===== src/design/rsq_pkg.sv =====
package rsq_pkg;

  // bus geometry: each register index takes one 32-bit word, byte address = 4 * index
  localparam int unsigned ADR_W = 18;
  localparam int unsigned IDX_W = 16;

  // register indices
  localparam logic [IDX_W-1:0] IDX_CHIRP_LEVEL = 16'hFE31;
  localparam logic [IDX_W-1:0] IDX_RSSI_LOW    = 16'hFE33;
  localparam logic [IDX_W-1:0] IDX_RSSI_MEAN   = 16'hFE34;
  localparam logic [IDX_W-1:0] IDX_RSSI_PEAK   = 16'hFE35;
  localparam logic [IDX_W-1:0] IDX_CINR_LOW    = 16'hFE38;
  localparam logic [IDX_W-1:0] IDX_CINR_MEAN   = 16'hFE39;
  localparam logic [IDX_W-1:0] IDX_CINR_PEAK   = 16'hFE3A;
  localparam logic [IDX_W-1:0] IDX_EVM_HDR     = 16'hFE3B;
  localparam logic [IDX_W-1:0] IDX_EVM_PAY     = 16'hFE3D;
  localparam logic [IDX_W-1:0] IDX_EVM_SUM     = 16'hFE3F;
  localparam logic [IDX_W-1:0] IDX_CTRL        = 16'hFE80;
  localparam logic [IDX_W-1:0] IDX_STATUS      = 16'hFE81;

  // field widths and positions
  localparam int unsigned LVL_W          = 8;
  localparam int unsigned EVM_W          = 16;
  localparam int unsigned SUM_W          = 20;
  localparam int unsigned SUM_LSB        = 12;
  localparam int unsigned EVM_FRAC_W     = 9;
  localparam int unsigned SYM_W          = 16;
  localparam int unsigned CTRL_MODE_BIT  = 0;
  localparam int unsigned STAT_MODE_BIT  = 0;
  localparam int unsigned STAT_READY_BIT = 1;
  // one mismatched reference bit costs 1 dB, i.e. 4 quarter-dB steps
  localparam int unsigned NOISE_SHIFT    = 2;

  // reset values
  localparam logic [LVL_W-1:0] RST_LVL_LOW  = 8'hFF;
  localparam logic [LVL_W-1:0] RST_LVL_ZERO = 8'h00;
  localparam logic [EVM_W-1:0] RST_EVM      = 16'h0000;
  localparam logic [SUM_W-1:0] RST_SUM      = 20'h00000;

  // reception path strobes, one cycle each
  typedef struct packed {
    logic             msg_start;
    logic             chirp_valid;
    logic [15:0]      chirp_level;
    logic             sym_valid;
    logic             beacon;
    logic [LVL_W-1:0] rssi;
    logic [SYM_W-1:0] sym_word;
    logic             car_valid;
    logic             car_header;
    logic             car_last;
    logic [EVM_W-1:0] car_evm;
  } rsq_rx_s;

  // beacon submission words, and the same words passed on to the line
  typedef struct packed {
    logic             valid;
    logic             last;
    logic [SYM_W-1:0] data;
  } rsq_tx_s;

endpackage : rsq_pkg


===== src/design/rsq_regs.sv =====
`timescale 1ns/1ps
// Function
// - chirp autocorrelation level captured as 16-bit read-only value when reception starts.
// - lowest per-symbol signal strength of last message, 8 bits, resets to all ones.
// - average signal strength of last message, 8 bits, resets to zero.
// - highest signal strength of last message, 8 bits, resets to zero.
// - strength sampled once per symbol; stored values in quarter-dB steps.
// - lowest per-symbol noise ratio of last message, quarter dB, resets to all ones.
// - average per-symbol noise ratio of last message, quarter dB, resets to zero.
// - highest per-symbol noise ratio of last message, quarter dB, resets to zero.
// - noise ratio compares received beacon symbols with the stored reference table.
// - in reference-load mode submitted beacon words fill the table, not the line.
// - table loading completes in microseconds, one word per clock.
// - peak header error vector magnitude kept as 16 bits, resets to zero.
// - peak payload error vector magnitude kept as 16 bits, resets to zero.
// - magnitude fixed point: top 7 bits integer percent, low 9 bits fraction.
// - per header symbol sum carrier magnitudes; keep largest sum as 20 bits.
// - 20-bit sum sits in top of a 32-bit word, low 12 bits zero.
module rsq_regs #(
  parameter int unsigned TAB_DEPTH = 64,
  parameter int unsigned CNT_W     = 16
) (
  input  wire logic                     clk_i,
  input  wire logic                     rst_i,
  input  wire logic                     ce_i,
  input  wire logic                     wb_cyc_i,
  input  wire logic                     wb_stb_i,
  input  wire logic                     wb_we_i,
  input  wire logic [rsq_pkg::ADR_W-1:0] wb_adr_i,
  input  wire logic [3:0]               wb_sel_i,
  input  wire logic [31:0]              wb_dat_i,
  output logic      [31:0]              wb_dat_o,
  output logic                          wb_ack_o,
  input  wire rsq_pkg::rsq_rx_s         rx_i,
  input  wire rsq_pkg::rsq_tx_s         tx_i,
  output rsq_pkg::rsq_tx_s              line_tx_o
);

  localparam int unsigned TAB_AW = (TAB_DEPTH > 1) ? $clog2(TAB_DEPTH) : 1;
  localparam int unsigned ACC_W  = CNT_W + rsq_pkg::LVL_W;

  // sum of mismatching bits between a received and a reference word
  function automatic logic [4:0] mismatch_f(input logic [rsq_pkg::SYM_W-1:0] a,
                                            input logic [rsq_pkg::SYM_W-1:0] b);
    logic [4:0] n;
    n = 5'h00;
    for (int i = 0; i < rsq_pkg::SYM_W; i++) begin
      n = n + {4'h0, a[i] ^ b[i]};
    end
    return n;
  endfunction : mismatch_f

  // mean of an accumulated sum, count zero at the call sites only once the CNT_W-bit counter wraps
  function automatic logic [rsq_pkg::LVL_W-1:0] mean_f(input logic [ACC_W-1:0] s,
                                                       input logic [CNT_W-1:0] n);
    logic [ACC_W-1:0] q;
    q = s / {{rsq_pkg::LVL_W{1'b0}}, n};
    return q[rsq_pkg::LVL_W-1:0];
  endfunction : mean_f

  // registers
  logic [15:0]                chirp_level;
  logic [rsq_pkg::LVL_W-1:0]  rssi_low, rssi_mean, rssi_peak;
  logic [rsq_pkg::LVL_W-1:0]  cinr_low, cinr_mean, cinr_peak;
  logic [rsq_pkg::EVM_W-1:0]  evm_hdr_peak, evm_pay_peak;
  logic [rsq_pkg::SUM_W-1:0]  evm_sum_peak;
  logic                       load_mode;
  logic                       table_ready;

  // working state
  logic [ACC_W-1:0]           rssi_acc, cinr_acc;
  logic [CNT_W-1:0]           rssi_cnt, cinr_cnt;
  logic [rsq_pkg::SUM_W-1:0]  evm_sum;
  logic [TAB_AW-1:0]          load_ptr, sym_idx;
  logic [rsq_pkg::SYM_W-1:0]  ref_tab [TAB_DEPTH];

  logic                       bus_req;
  logic [rsq_pkg::IDX_W-1:0]  bus_idx;
  logic [31:0]                next_dat;
  logic                       cinr_take;
  logic [rsq_pkg::LVL_W-1:0]  cinr_now;
  logic [6:0]                 noise_q;
  logic [ACC_W-1:0]           next_rssi_acc, next_cinr_acc;
  logic [CNT_W-1:0]           next_rssi_cnt, next_cinr_cnt;
  logic [rsq_pkg::SUM_W-1:0]  next_evm_sum;
  logic [rsq_pkg::SUM_W:0]    evm_add;

  assign bus_req = wb_cyc_i & wb_stb_i & ~wb_ack_o;
  assign bus_idx = wb_adr_i[rsq_pkg::ADR_W-1:2];

  // wishbone slave: one wait state, ack pulses for one cycle, unmapped reads return zero
  always_ff @(posedge clk_i) begin
    if (rst_i) begin
      wb_ack_o <= 1'b0;
      wb_dat_o <= 32'h00000000;
    end else if (ce_i) begin
      wb_ack_o <= bus_req;
      if (bus_req && !wb_we_i) begin
        wb_dat_o <= next_dat;
      end
    end
  end

  // read decode; narrow registers sit in the low bits, except the sum, which sits in the top bits
  always_comb begin
    next_dat = 32'h00000000;
    unique case (bus_idx)
      rsq_pkg::IDX_CHIRP_LEVEL: next_dat[15:0] = chirp_level;
      rsq_pkg::IDX_RSSI_LOW:    next_dat[7:0]  = rssi_low;
      rsq_pkg::IDX_RSSI_MEAN:   next_dat[7:0]  = rssi_mean;
      rsq_pkg::IDX_RSSI_PEAK:   next_dat[7:0]  = rssi_peak;
      rsq_pkg::IDX_CINR_LOW:    next_dat[7:0]  = cinr_low;
      rsq_pkg::IDX_CINR_MEAN:   next_dat[7:0]  = cinr_mean;
      rsq_pkg::IDX_CINR_PEAK:   next_dat[7:0]  = cinr_peak;
      rsq_pkg::IDX_EVM_HDR:     next_dat[15:0] = evm_hdr_peak;
      rsq_pkg::IDX_EVM_PAY:     next_dat[15:0] = evm_pay_peak;
      // msb-aligned sum; the low bits below it always read as zero
      rsq_pkg::IDX_EVM_SUM:     next_dat[31:rsq_pkg::SUM_LSB] = evm_sum_peak;
      rsq_pkg::IDX_CTRL:        next_dat[rsq_pkg::CTRL_MODE_BIT] = load_mode;
      rsq_pkg::IDX_STATUS: begin
        next_dat[rsq_pkg::STAT_MODE_BIT]  = load_mode;
        next_dat[rsq_pkg::STAT_READY_BIT] = table_ready;
      end
      default:                  next_dat = 32'h00000000;
    endcase
  end

  // only the control word is writable, at the edge where the master sees ack;
  // measurement words drop writes
  always_ff @(posedge clk_i) begin
    if (rst_i) begin
      load_mode <= 1'b0;
    end else if (ce_i && wb_cyc_i && wb_stb_i && wb_ack_o && wb_we_i && wb_sel_i[0]
                 && bus_idx == rsq_pkg::IDX_CTRL) begin
      load_mode <= wb_dat_i[rsq_pkg::CTRL_MODE_BIT];
    end
  end

  // reference table fill: one word per clock, so a beacon loads in microseconds
  always_ff @(posedge clk_i) begin
    if (rst_i) begin
      load_ptr <= '0;
    end else if (ce_i) begin
      if (!load_mode) begin
        load_ptr <= '0;
      end else if (tx_i.valid) begin
        load_ptr <= load_ptr + 1'b1;
      end
    end
  end

  // table storage has no reset; table_ready guards its use
  always_ff @(posedge clk_i) begin
    if (ce_i && load_mode && tx_i.valid) begin
      ref_tab[load_ptr] <= tx_i.data;
    end
  end

  // ready once the last word lands; a new load invalidates it, the final word wins
  always_ff @(posedge clk_i) begin
    if (rst_i) begin
      table_ready <= 1'b0;
    end else if (ce_i) begin
      if (load_mode && tx_i.valid && tx_i.last) begin
        table_ready <= 1'b1;
      end else if (load_mode && tx_i.valid && load_ptr == '0) begin
        table_ready <= 1'b0;
      end
    end
  end

  // words are diverted from the line while loading
  always_ff @(posedge clk_i) begin
    if (rst_i) begin
      line_tx_o <= '0;
    end else if (ce_i) begin
      line_tx_o       <= tx_i;
      line_tx_o.valid <= tx_i.valid & ~load_mode;
    end
  end

  // chirp level follows the correlator at the start of reception
  always_ff @(posedge clk_i) begin
    if (rst_i) begin
      chirp_level <= 16'h0000;
    end else if (ce_i && rx_i.chirp_valid) begin
      chirp_level <= rx_i.chirp_level;
    end
  end

  assign next_rssi_acc = rssi_acc + {{CNT_W{1'b0}}, rx_i.rssi};
  assign next_rssi_cnt = rssi_cnt + 1'b1;

  // signal strength, one sample per symbol in quarter dB
  always_ff @(posedge clk_i) begin
    if (rst_i) begin
      rssi_low  <= rsq_pkg::RST_LVL_LOW;
      rssi_mean <= rsq_pkg::RST_LVL_ZERO;
      rssi_peak <= rsq_pkg::RST_LVL_ZERO;
      rssi_acc  <= '0;
      rssi_cnt  <= '0;
    end else if (ce_i) begin
      if (rx_i.msg_start) begin
        rssi_low  <= rsq_pkg::RST_LVL_LOW;
        rssi_mean <= rsq_pkg::RST_LVL_ZERO;
        rssi_peak <= rsq_pkg::RST_LVL_ZERO;
        rssi_acc  <= '0;
        rssi_cnt  <= '0;
      end else if (rx_i.sym_valid) begin
        if (rx_i.rssi < rssi_low) rssi_low <= rx_i.rssi;
        if (rx_i.rssi > rssi_peak) rssi_peak <= rx_i.rssi;
        rssi_mean <= mean_f(next_rssi_acc, next_rssi_cnt);
        rssi_acc  <= next_rssi_acc;
        rssi_cnt  <= next_rssi_cnt;
      end
    end
  end

  // beacon symbol position walks the reference table
  always_ff @(posedge clk_i) begin
    if (rst_i) begin
      sym_idx <= '0;
    end else if (ce_i) begin
      if (rx_i.msg_start) begin
        sym_idx <= '0;
      end else if (rx_i.sym_valid && rx_i.beacon) begin
        sym_idx <= sym_idx + 1'b1;
      end
    end
  end

  // noise from bits that differ from the reference; crude but cheap, no soft metrics
  assign noise_q   = {2'b00, mismatch_f(rx_i.sym_word, ref_tab[sym_idx])} << rsq_pkg::NOISE_SHIFT;
  assign cinr_now  = (rx_i.rssi > {1'b0, noise_q}) ? rx_i.rssi - {1'b0, noise_q}
                                                   : rsq_pkg::RST_LVL_ZERO;
  assign cinr_take = rx_i.sym_valid & rx_i.beacon & table_ready & ~load_mode;

  assign next_cinr_acc = cinr_acc + {{CNT_W{1'b0}}, cinr_now};
  assign next_cinr_cnt = cinr_cnt + 1'b1;

  // noise ratio statistics over beacon symbols only
  always_ff @(posedge clk_i) begin
    if (rst_i) begin
      cinr_low  <= rsq_pkg::RST_LVL_LOW;
      cinr_mean <= rsq_pkg::RST_LVL_ZERO;
      cinr_peak <= rsq_pkg::RST_LVL_ZERO;
      cinr_acc  <= '0;
      cinr_cnt  <= '0;
    end else if (ce_i) begin
      if (rx_i.msg_start) begin
        cinr_low  <= rsq_pkg::RST_LVL_LOW;
        cinr_mean <= rsq_pkg::RST_LVL_ZERO;
        cinr_peak <= rsq_pkg::RST_LVL_ZERO;
        cinr_acc  <= '0;
        cinr_cnt  <= '0;
      end else if (cinr_take) begin
        if (cinr_now < cinr_low) cinr_low <= cinr_now;
        if (cinr_now > cinr_peak) cinr_peak <= cinr_now;
        cinr_mean <= mean_f(next_cinr_acc, next_cinr_cnt);
        cinr_acc  <= next_cinr_acc;
        cinr_cnt  <= next_cinr_cnt;
      end
    end
  end

  // saturating carrier sum so a noisy symbol cannot wrap to a small value
  assign evm_add      = {1'b0, evm_sum} + {5'h00, rx_i.car_evm};
  assign next_evm_sum = evm_add[rsq_pkg::SUM_W] ? {rsq_pkg::SUM_W{1'b1}}
                                                : evm_add[rsq_pkg::SUM_W-1:0];

  // per-carrier peaks and per-header-symbol sum peak
  always_ff @(posedge clk_i) begin
    if (rst_i) begin
      evm_hdr_peak <= rsq_pkg::RST_EVM;
      evm_pay_peak <= rsq_pkg::RST_EVM;
      evm_sum_peak <= rsq_pkg::RST_SUM;
      evm_sum      <= rsq_pkg::RST_SUM;
    end else if (ce_i) begin
      if (rx_i.msg_start) begin
        evm_hdr_peak <= rsq_pkg::RST_EVM;
        evm_pay_peak <= rsq_pkg::RST_EVM;
        evm_sum_peak <= rsq_pkg::RST_SUM;
        evm_sum      <= rsq_pkg::RST_SUM;
      end else if (rx_i.car_valid) begin
        if (rx_i.car_header) begin
          if (rx_i.car_evm > evm_hdr_peak) evm_hdr_peak <= rx_i.car_evm;
          if (rx_i.car_last) begin
            evm_sum <= rsq_pkg::RST_SUM;
            if (next_evm_sum > evm_sum_peak) evm_sum_peak <= next_evm_sum;
          end else begin
            evm_sum <= next_evm_sum;
          end
        end else if (rx_i.car_evm > evm_pay_peak) begin
          evm_pay_peak <= rx_i.car_evm;
        end
      end
    end
  end
endmodule : rsq_regs


===== config.mk =====
export PLATFORM = sky130hd
export DESIGN_NAME = rsq_regs
export DESIGN_NICKNAME = d
export VERILOG_FILES = /design/src/design/rsq_pkg.sv /design/src/design/rsq_regs.sv
export SDC_FILE = /design/constraint.sdc
export NUM_CORES = 2
export LEC_CHECK = 0
export BUFFER_PORTS_ARGS = -buffer_cell sky130_fd_sc_hd__buf_2
export CAP_MARGIN = 20
export CORE_AREA = 2 2 391 393
export CTS_CLUSTER_DIAMETER = 150
export DETAILED_ROUTE_END_ITERATION = 7
export DIE_AREA = 0 0 393 395
export HOLD_SLACK_MARGIN = 0.02
export PLACE_DENSITY = 0.69
export SLEW_MARGIN = 10
export SYNTH_ARGS = -nofsm -noshare
export SYNTH_HDL_FRONTEND = slang
export SYNTH_SLANG_ARGS = --single-unit

===== constraint.sdc =====
create_clock -name clk_i -period 111.2 [get_ports clk_i]
set_input_delay 5.56 -clock clk_i [delete_from_list [all_inputs] [get_ports clk_i]]
set_output_delay 5.56 -clock clk_i [all_outputs]
set_load 0.005 [all_outputs]

; Word-level counts from Yosys, hierarchy flattened
; Memory sizes are Yosys's and may differ from the RTL's. A register that Yosys moved wholly into a read port is not among the register bits.
; Cells that the tools add are included.
[word_totals]
regBits = 281
ramBits = 1024
output_inout_bits = 51
word_cells = 200
n_memories = 1
[op_classes]
add_sub_neg = 23
div = 2
magnitude_cmp = 8
eq_ne = 14
muxes = 59
bitwise = 24
reduce_logical = 45
[memory_table]
columns = name, depth, word_bits, rd, rd_ports_with_merged_regs, write_ports, line
row1 = ref_tab, 64, 16, 1, 1, 1, rsq_regs.sv:75  ; logic [rsq_pkg::SYM_W-1:0] ref_tab [TAB_DEPTH];
[ops]
columns = operator, n
row1 = $mux 16, 13
row2 = $mux 20, 10
row3 = $eq 16x16->1 const B, 12
row4 = $mux 8, 17
row5 = $mux 24, 4
row6 = $add 5x1->5, 11
row7 = $pmux 6 s9, 1
row8 = $add 24x8->24, 2
row9 = $div 24x16->24, 2
row10 = $mux 6, 6
row11 = $add 16x1->16 const B, 2
row12 = $gt 16x16->1, 2
row13 = $reduce_bool 2->1, 14
row14 = $add 20x16->21, 1
row15 = $gt 20x20->1, 1
row16 = $pmux 1 s10, 2
row17 = $gt 8x8->1, 2
row18 = $lt 8x8->1, 2
row19 = $pmux 4 s4, 1
row20 = $xor 1x1->1, 16
row21 = $reduce_and 3->1, 5
row22 = $logic_and 1x1->1, 14
row23 = $add 6x1->6 const B, 2
row24 = $pmux 4 s3, 1
row25 = other kinds (17), 32

; Longest topological paths before layout
[depth]
word_depth = 22
ltp_mapped = 311
mapped_depth_nobuf = 287

; Least setup slack after synthesis
; No wires, ideal clock.
[synth_timing]
kind = input to register
startpoint = in rx_i[19] in the netlist's numbering
endpoint = reg cinr_mean[0] in the netlist's numbering
setup_time_ps = 127
arrival_time_ps = 65394
path_slack_ps = 45679
path_stages = 285
n_path_buf = 25
cell_sequence = xnor2_1 > fa_1 > inv_1 > fa_1 > fa_1 > inv_1 > fa_1 > inv_1 > ha_1 > fa_1 > a21o_1 > nand2_1 > ha_1 > buf_2 > a211oi_1 > and2_0 > nand2_1 > o31ai_1 > [... 249 more ...] > buf_6 > mux2i_1 > ha_1 > a21oi_1 > nor2b_1 > o21ai_0 > nand2b_1 > a21oi_1 > nor2b_1 > o21ai_0 > nand2b_1 > a21oi_1 > nor3_1 > a2111oi_0 > o2111a_1 > o2111ai_1 > o31ai_1 > nand3_1
[synth_between]
elab_chain_cells = 22
elab_cells_between_ends = 23
cone_classes = add/sub: 17 / div: 1 / order compare: 1 / mux: 3 / bitwise: 1
[synth_rtl]
columns = item, line
row1 = from (decl), rsq_regs.sv:34  ; input wire rsq_pkg::rsq_rx_s rx_i,
row2 = $xor 1x1->1 (*), rsq_regs.sv:48  ; n = n + {4'h0, a[i] ^ b[i]};
row3 = $add 1x1->2 (*), rsq_regs.sv:48
row4 = $add 2x1->3 (*), rsq_regs.sv:48
row5 = $add 3x1->4 (*), rsq_regs.sv:48
row6 = $add 4x1->5 (*), rsq_regs.sv:48
row7 = $add 5x1->5 (*) (11 in a row), rsq_regs.sv:48
row8 = $sub 8x7->8 or $gt 8x7->1 (tied branches), rsq_regs.sv:234  ; assign cinr_now = (rx_i.rssi > {1'b0, noise_q}) ? rx_i.rssi - {1'b0, noise_q}
row9 = $mux 8 (*), rsq_regs.sv:234
row10 = $add 24x8->24 (*), rsq_regs.sv:238  ; assign next_cinr_acc = cinr_acc + {{CNT_W{1'b0}}, cinr_now};
row11 = $div 24x16->24 (*), rsq_regs.sv:57  ; q = s / {{rsq_pkg::LVL_W{1'b0}}, n};
row12 = $mux 8 (*), rsq_regs.sv:256  ; end else if (cinr_take) begin
row13 = $mux 8 (*), rsq_regs.sv:250  ; if (rx_i.msg_start) begin
row14 = to (signal assigned), rsq_regs.sv:245  ; cinr_mean <= rsq_pkg::RST_LVL_ZERO;
row15 = to (signal assigned), rsq_regs.sv:252  ; cinr_mean <= rsq_pkg::RST_LVL_ZERO;
row16 = to (signal assigned), rsq_regs.sv:259  ; cinr_mean <= mean_f(next_cinr_acc, next_cinr_cnt);
row17 = to (decl), rsq_regs.sv:64  ; logic [rsq_pkg::LVL_W-1:0] cinr_low, cinr_mean, cinr_peak;
; Mark *: on every way between the ends. The rest lies on a longest branch, timed or not. The select of a mux whose other input is x is not followed.
; A chain may end at the register's enable or synchronous reset.

==> run_results.csv <==
group,metric,value,unit
yosys,yosys_warnings,0,
yosys,synthesis.area,84040,um^2
yosys,synth.avg_cell_area,11.01,um^2
floorplanning,core_area,151200,um^2
yosys,synth_area_leaders,"edfxtp_1 (37%), ha_1 (9.7%), mux4_2 (9.0%), dfxtp_1 (6.8%), nor2_1 (3.3%)",
critical_path,start_kind,"flip-flop",
sta,fin_worst_skew,0.06437,ns
sta,drv_slew,0,
cells_and_area,area.growth.synth_to_final,9.793,%
grt,gr-usage-all-layers,31.61,%
yosys,yosysTopAreaCell,"edfxtp_1",
grt,grt_pass1_vias,62400,
sta,fin_crit_sh,69.64,%
cells_and_area,final_layout_size_suffix_gt1_share,15.47,%
clock_tree,cts_made_buffers,134,
route,viasPerCell,6.503,
sta,fmax,12.91,MHz
grt,antenna_found_initial,12,
placement,dp.cells,9679,
sta,setup_tns,0,ns
critical_path,worstReg2RegEnd,"cinr_mean[0]",
sta,tightest_slew,1.078,ns
critical_path,worst-path-max-fanout,41,
critical_path,r2r_cells,271,
placement,port_buffers,155,
floorplanning,chipWidth,393,um
clock_tree,path_clk_slew,0.06,ns
clock_tree,cts_tree,"yes",
route,first_pass_iters,7,
floorplanning,pin_count,192,
cells_and_area,fill_cells,11990,
yosys,netlist_top_cells_count,"edfxtp_1 (1,024), nor2_1 (745), ha_1 (653), nand2_1 (498), a21oi_1 (448)",
clock_tree,clock-sinks,1311,
floorplanning,start_util,55.59,%
floorplanning,dieArea,155200,um^2
min_path,worstHoldStart,"wb_dat_o[23]",
critical_path,criticalPathCategory,"flip-flop to flip-flop",
route,dr_total_vias,64590,
yosys,synth_ff_type,"edfxtp_1",
grt,overflow,0,
yosys,synthArstFlopShare,0,%
yosys,synth_edf_count,1024,
route,wl,247.2,mm
sta,final_hold_viol_count,0,
clock_tree,cts_buffer_depth,3,
grt,grt_pass1_wl,375.4,mm
yosys,synth-seq-cells,1311,
placement,finalWeightedCongestion,0.9558,
clock_tree,cts_resized,0,
yosys,synth_cell_types,113,
min_path,hold_depth,2,
yosys,synth_top_cell_area_share,36.59,%
critical_path,cp.arrival,78.05,ns
critical_path,cp_common_cell,"o21a_1",
sta,rsz0062_at_grt,"no",
route,avgRoutedWirePerCell,24.89,um
yosys,yosysSeqAreaShare,43.42,%
cells_and_area,final_cells,9933,
critical_path,slowest_stage,"a221oi_1",
route,drc,0,
cells_and_area,final_nets,8595,
floorplanning,die_height,395,um
yosys,synthCells,7632,
clock_tree,clkLatencyLatePin,0.79,ns
min_path,hp-class,"flip-flop to flip-flop",
floorplanning,core.rowCount,143,
sta,relSlewSlack,27.86,%
clock_tree,cts_hold_buffers,0,
critical_path,rrSetupSlack,33.76,ns
sta,min_period,77.44,ns
critical_path,end_kind,"flip-flop",
clock_tree,htreeDepth,4,
grt,grt_max_degree,126,
sta,setup_viol,0,
yosys,yosysMostFrequentCell,"edfxtp_1",
clock_tree,post_cts_buffers,0,
placement,dp_hpwl,168.6,mm
outcome,status,"completed",
route,drt_iter0_drc,5969,
min_path,holdPathEnd,"wb_dat_o[23]",
critical_path,required,111.82,ns
clock_tree,clockRootBuffer,"clkbuf_16",
yosys,synth_fp_nets,8440,
critical_path,cpPeakStageDelay,0.83,ns
run,max-cap-violations,0,
route,ant_nets,0,
area by class of cell:
cell class / instances / area [um^2] / share of cell area, %
inverters: 262 / 983.4 / 1.066
repair buffers: 327 / 2120 / 2.297
well taps: 2030 / 2540 / 2.753
diodes: 8 / 20.02 / 0.02170
multi-input cells: 5751 / 45600 / 49.42
flip-flops and latches: 1311 / 36510 / 39.57
clock buffers: 166 / 3620 / 3.923
clock inverters: 78 / 880.8 / 0.9546
critical path: cells and delay by family (launching register included):
family                     cells  cell delay (ns)
adders and majority gates     33            11.76
muxes                          9             3.97
and+or+nand+nor               73            19.47
DFF                            1             0.72
xor gates and xnor gates       1             0.19
AOI/OAI and AO/OA            141            36.40
buffers and inverters         14             4.44
worst max-delay path by stage:
stage                   start            to  cells after the start
floorplan            rx_i[19]  cinr_mean[0]                    285
global placement     rx_i[19]  cinr_mean[0]                    265
detailed placement   rx_i[19]  cinr_mean[0]                    266
CTS                 flip-flop  cinr_mean[0]                    271
global route        flip-flop  cinr_mean[0]                    274
finish              flip-flop  cinr_mean[0]                    271
per-layer routing:
metal / global-route usage, % / part of all wire, %
met1: 41.22 / 40
met4: 14.06 / 4.7
met3: 6.737 / 8.6
met5: 0 / 0.0073
met2: 50.74 / 47
metrics by stage:
step	setup slack (ns)	hold slack, ns	area, um^2	utilization, %
floorplan	45.68	0.4357	84040	-
global placement	35.54	0.4407	87700	58.01
detailed placement	34.55	0.4452	87710	58.01
CTS	34.59	0.4546	92210	60.99
global route	28.40	0.4931	92260	61.03
finish	33.76	0.4505	92270	61.03
cell usage in the layout (no fill, tap or decap), types with 160 or more instances in the layout:
cell type	instances
nor2_1	741
buf_4	173
inv_1	261
o21ai_0	318
o21a_1	194
mux2_2	160
edfxtp_1	1024
xnor2_1	191
ha_1	653
mux4_2	336
nor3_1	234
nand2_1	498
a21oi_1	448
dfxtp_1	282
sequential cells by signal (all words and copies together), names as in the netlist, 16 cells and up, named ones only:
register / count
line_tx_o: 18
cinr_cnt: 16
evm_hdr_peak: 16
evm_pay_peak: 16
rssi_acc: 24
ref_tab: 1024
evm_sum: 20
evm_sum_peak: 20
chirp_level: 16
wb_dat_o: 32
rssi_cnt: 16
cinr_acc: 24
logic make-up (layout without fill, tap and decap cells):
kind of cell	after synthesis	after routing	synth area share, %
adders and majority gates	672	672	10.11
DFF	1311	1311	43.42
other	0	8	0
and+or+nand+nor	2296	2296	13.29
AOI/OAI and AO/OA	1881	1881	15.04
buffers and inverters	570	833	2.643
xor gates and xnor gates	340	340	3.543
muxes	562	562	11.95
Power is left out: the tool's default activity adds up to more than one toggle a clock period on the data nets, which glitch-free logic cannot reach.
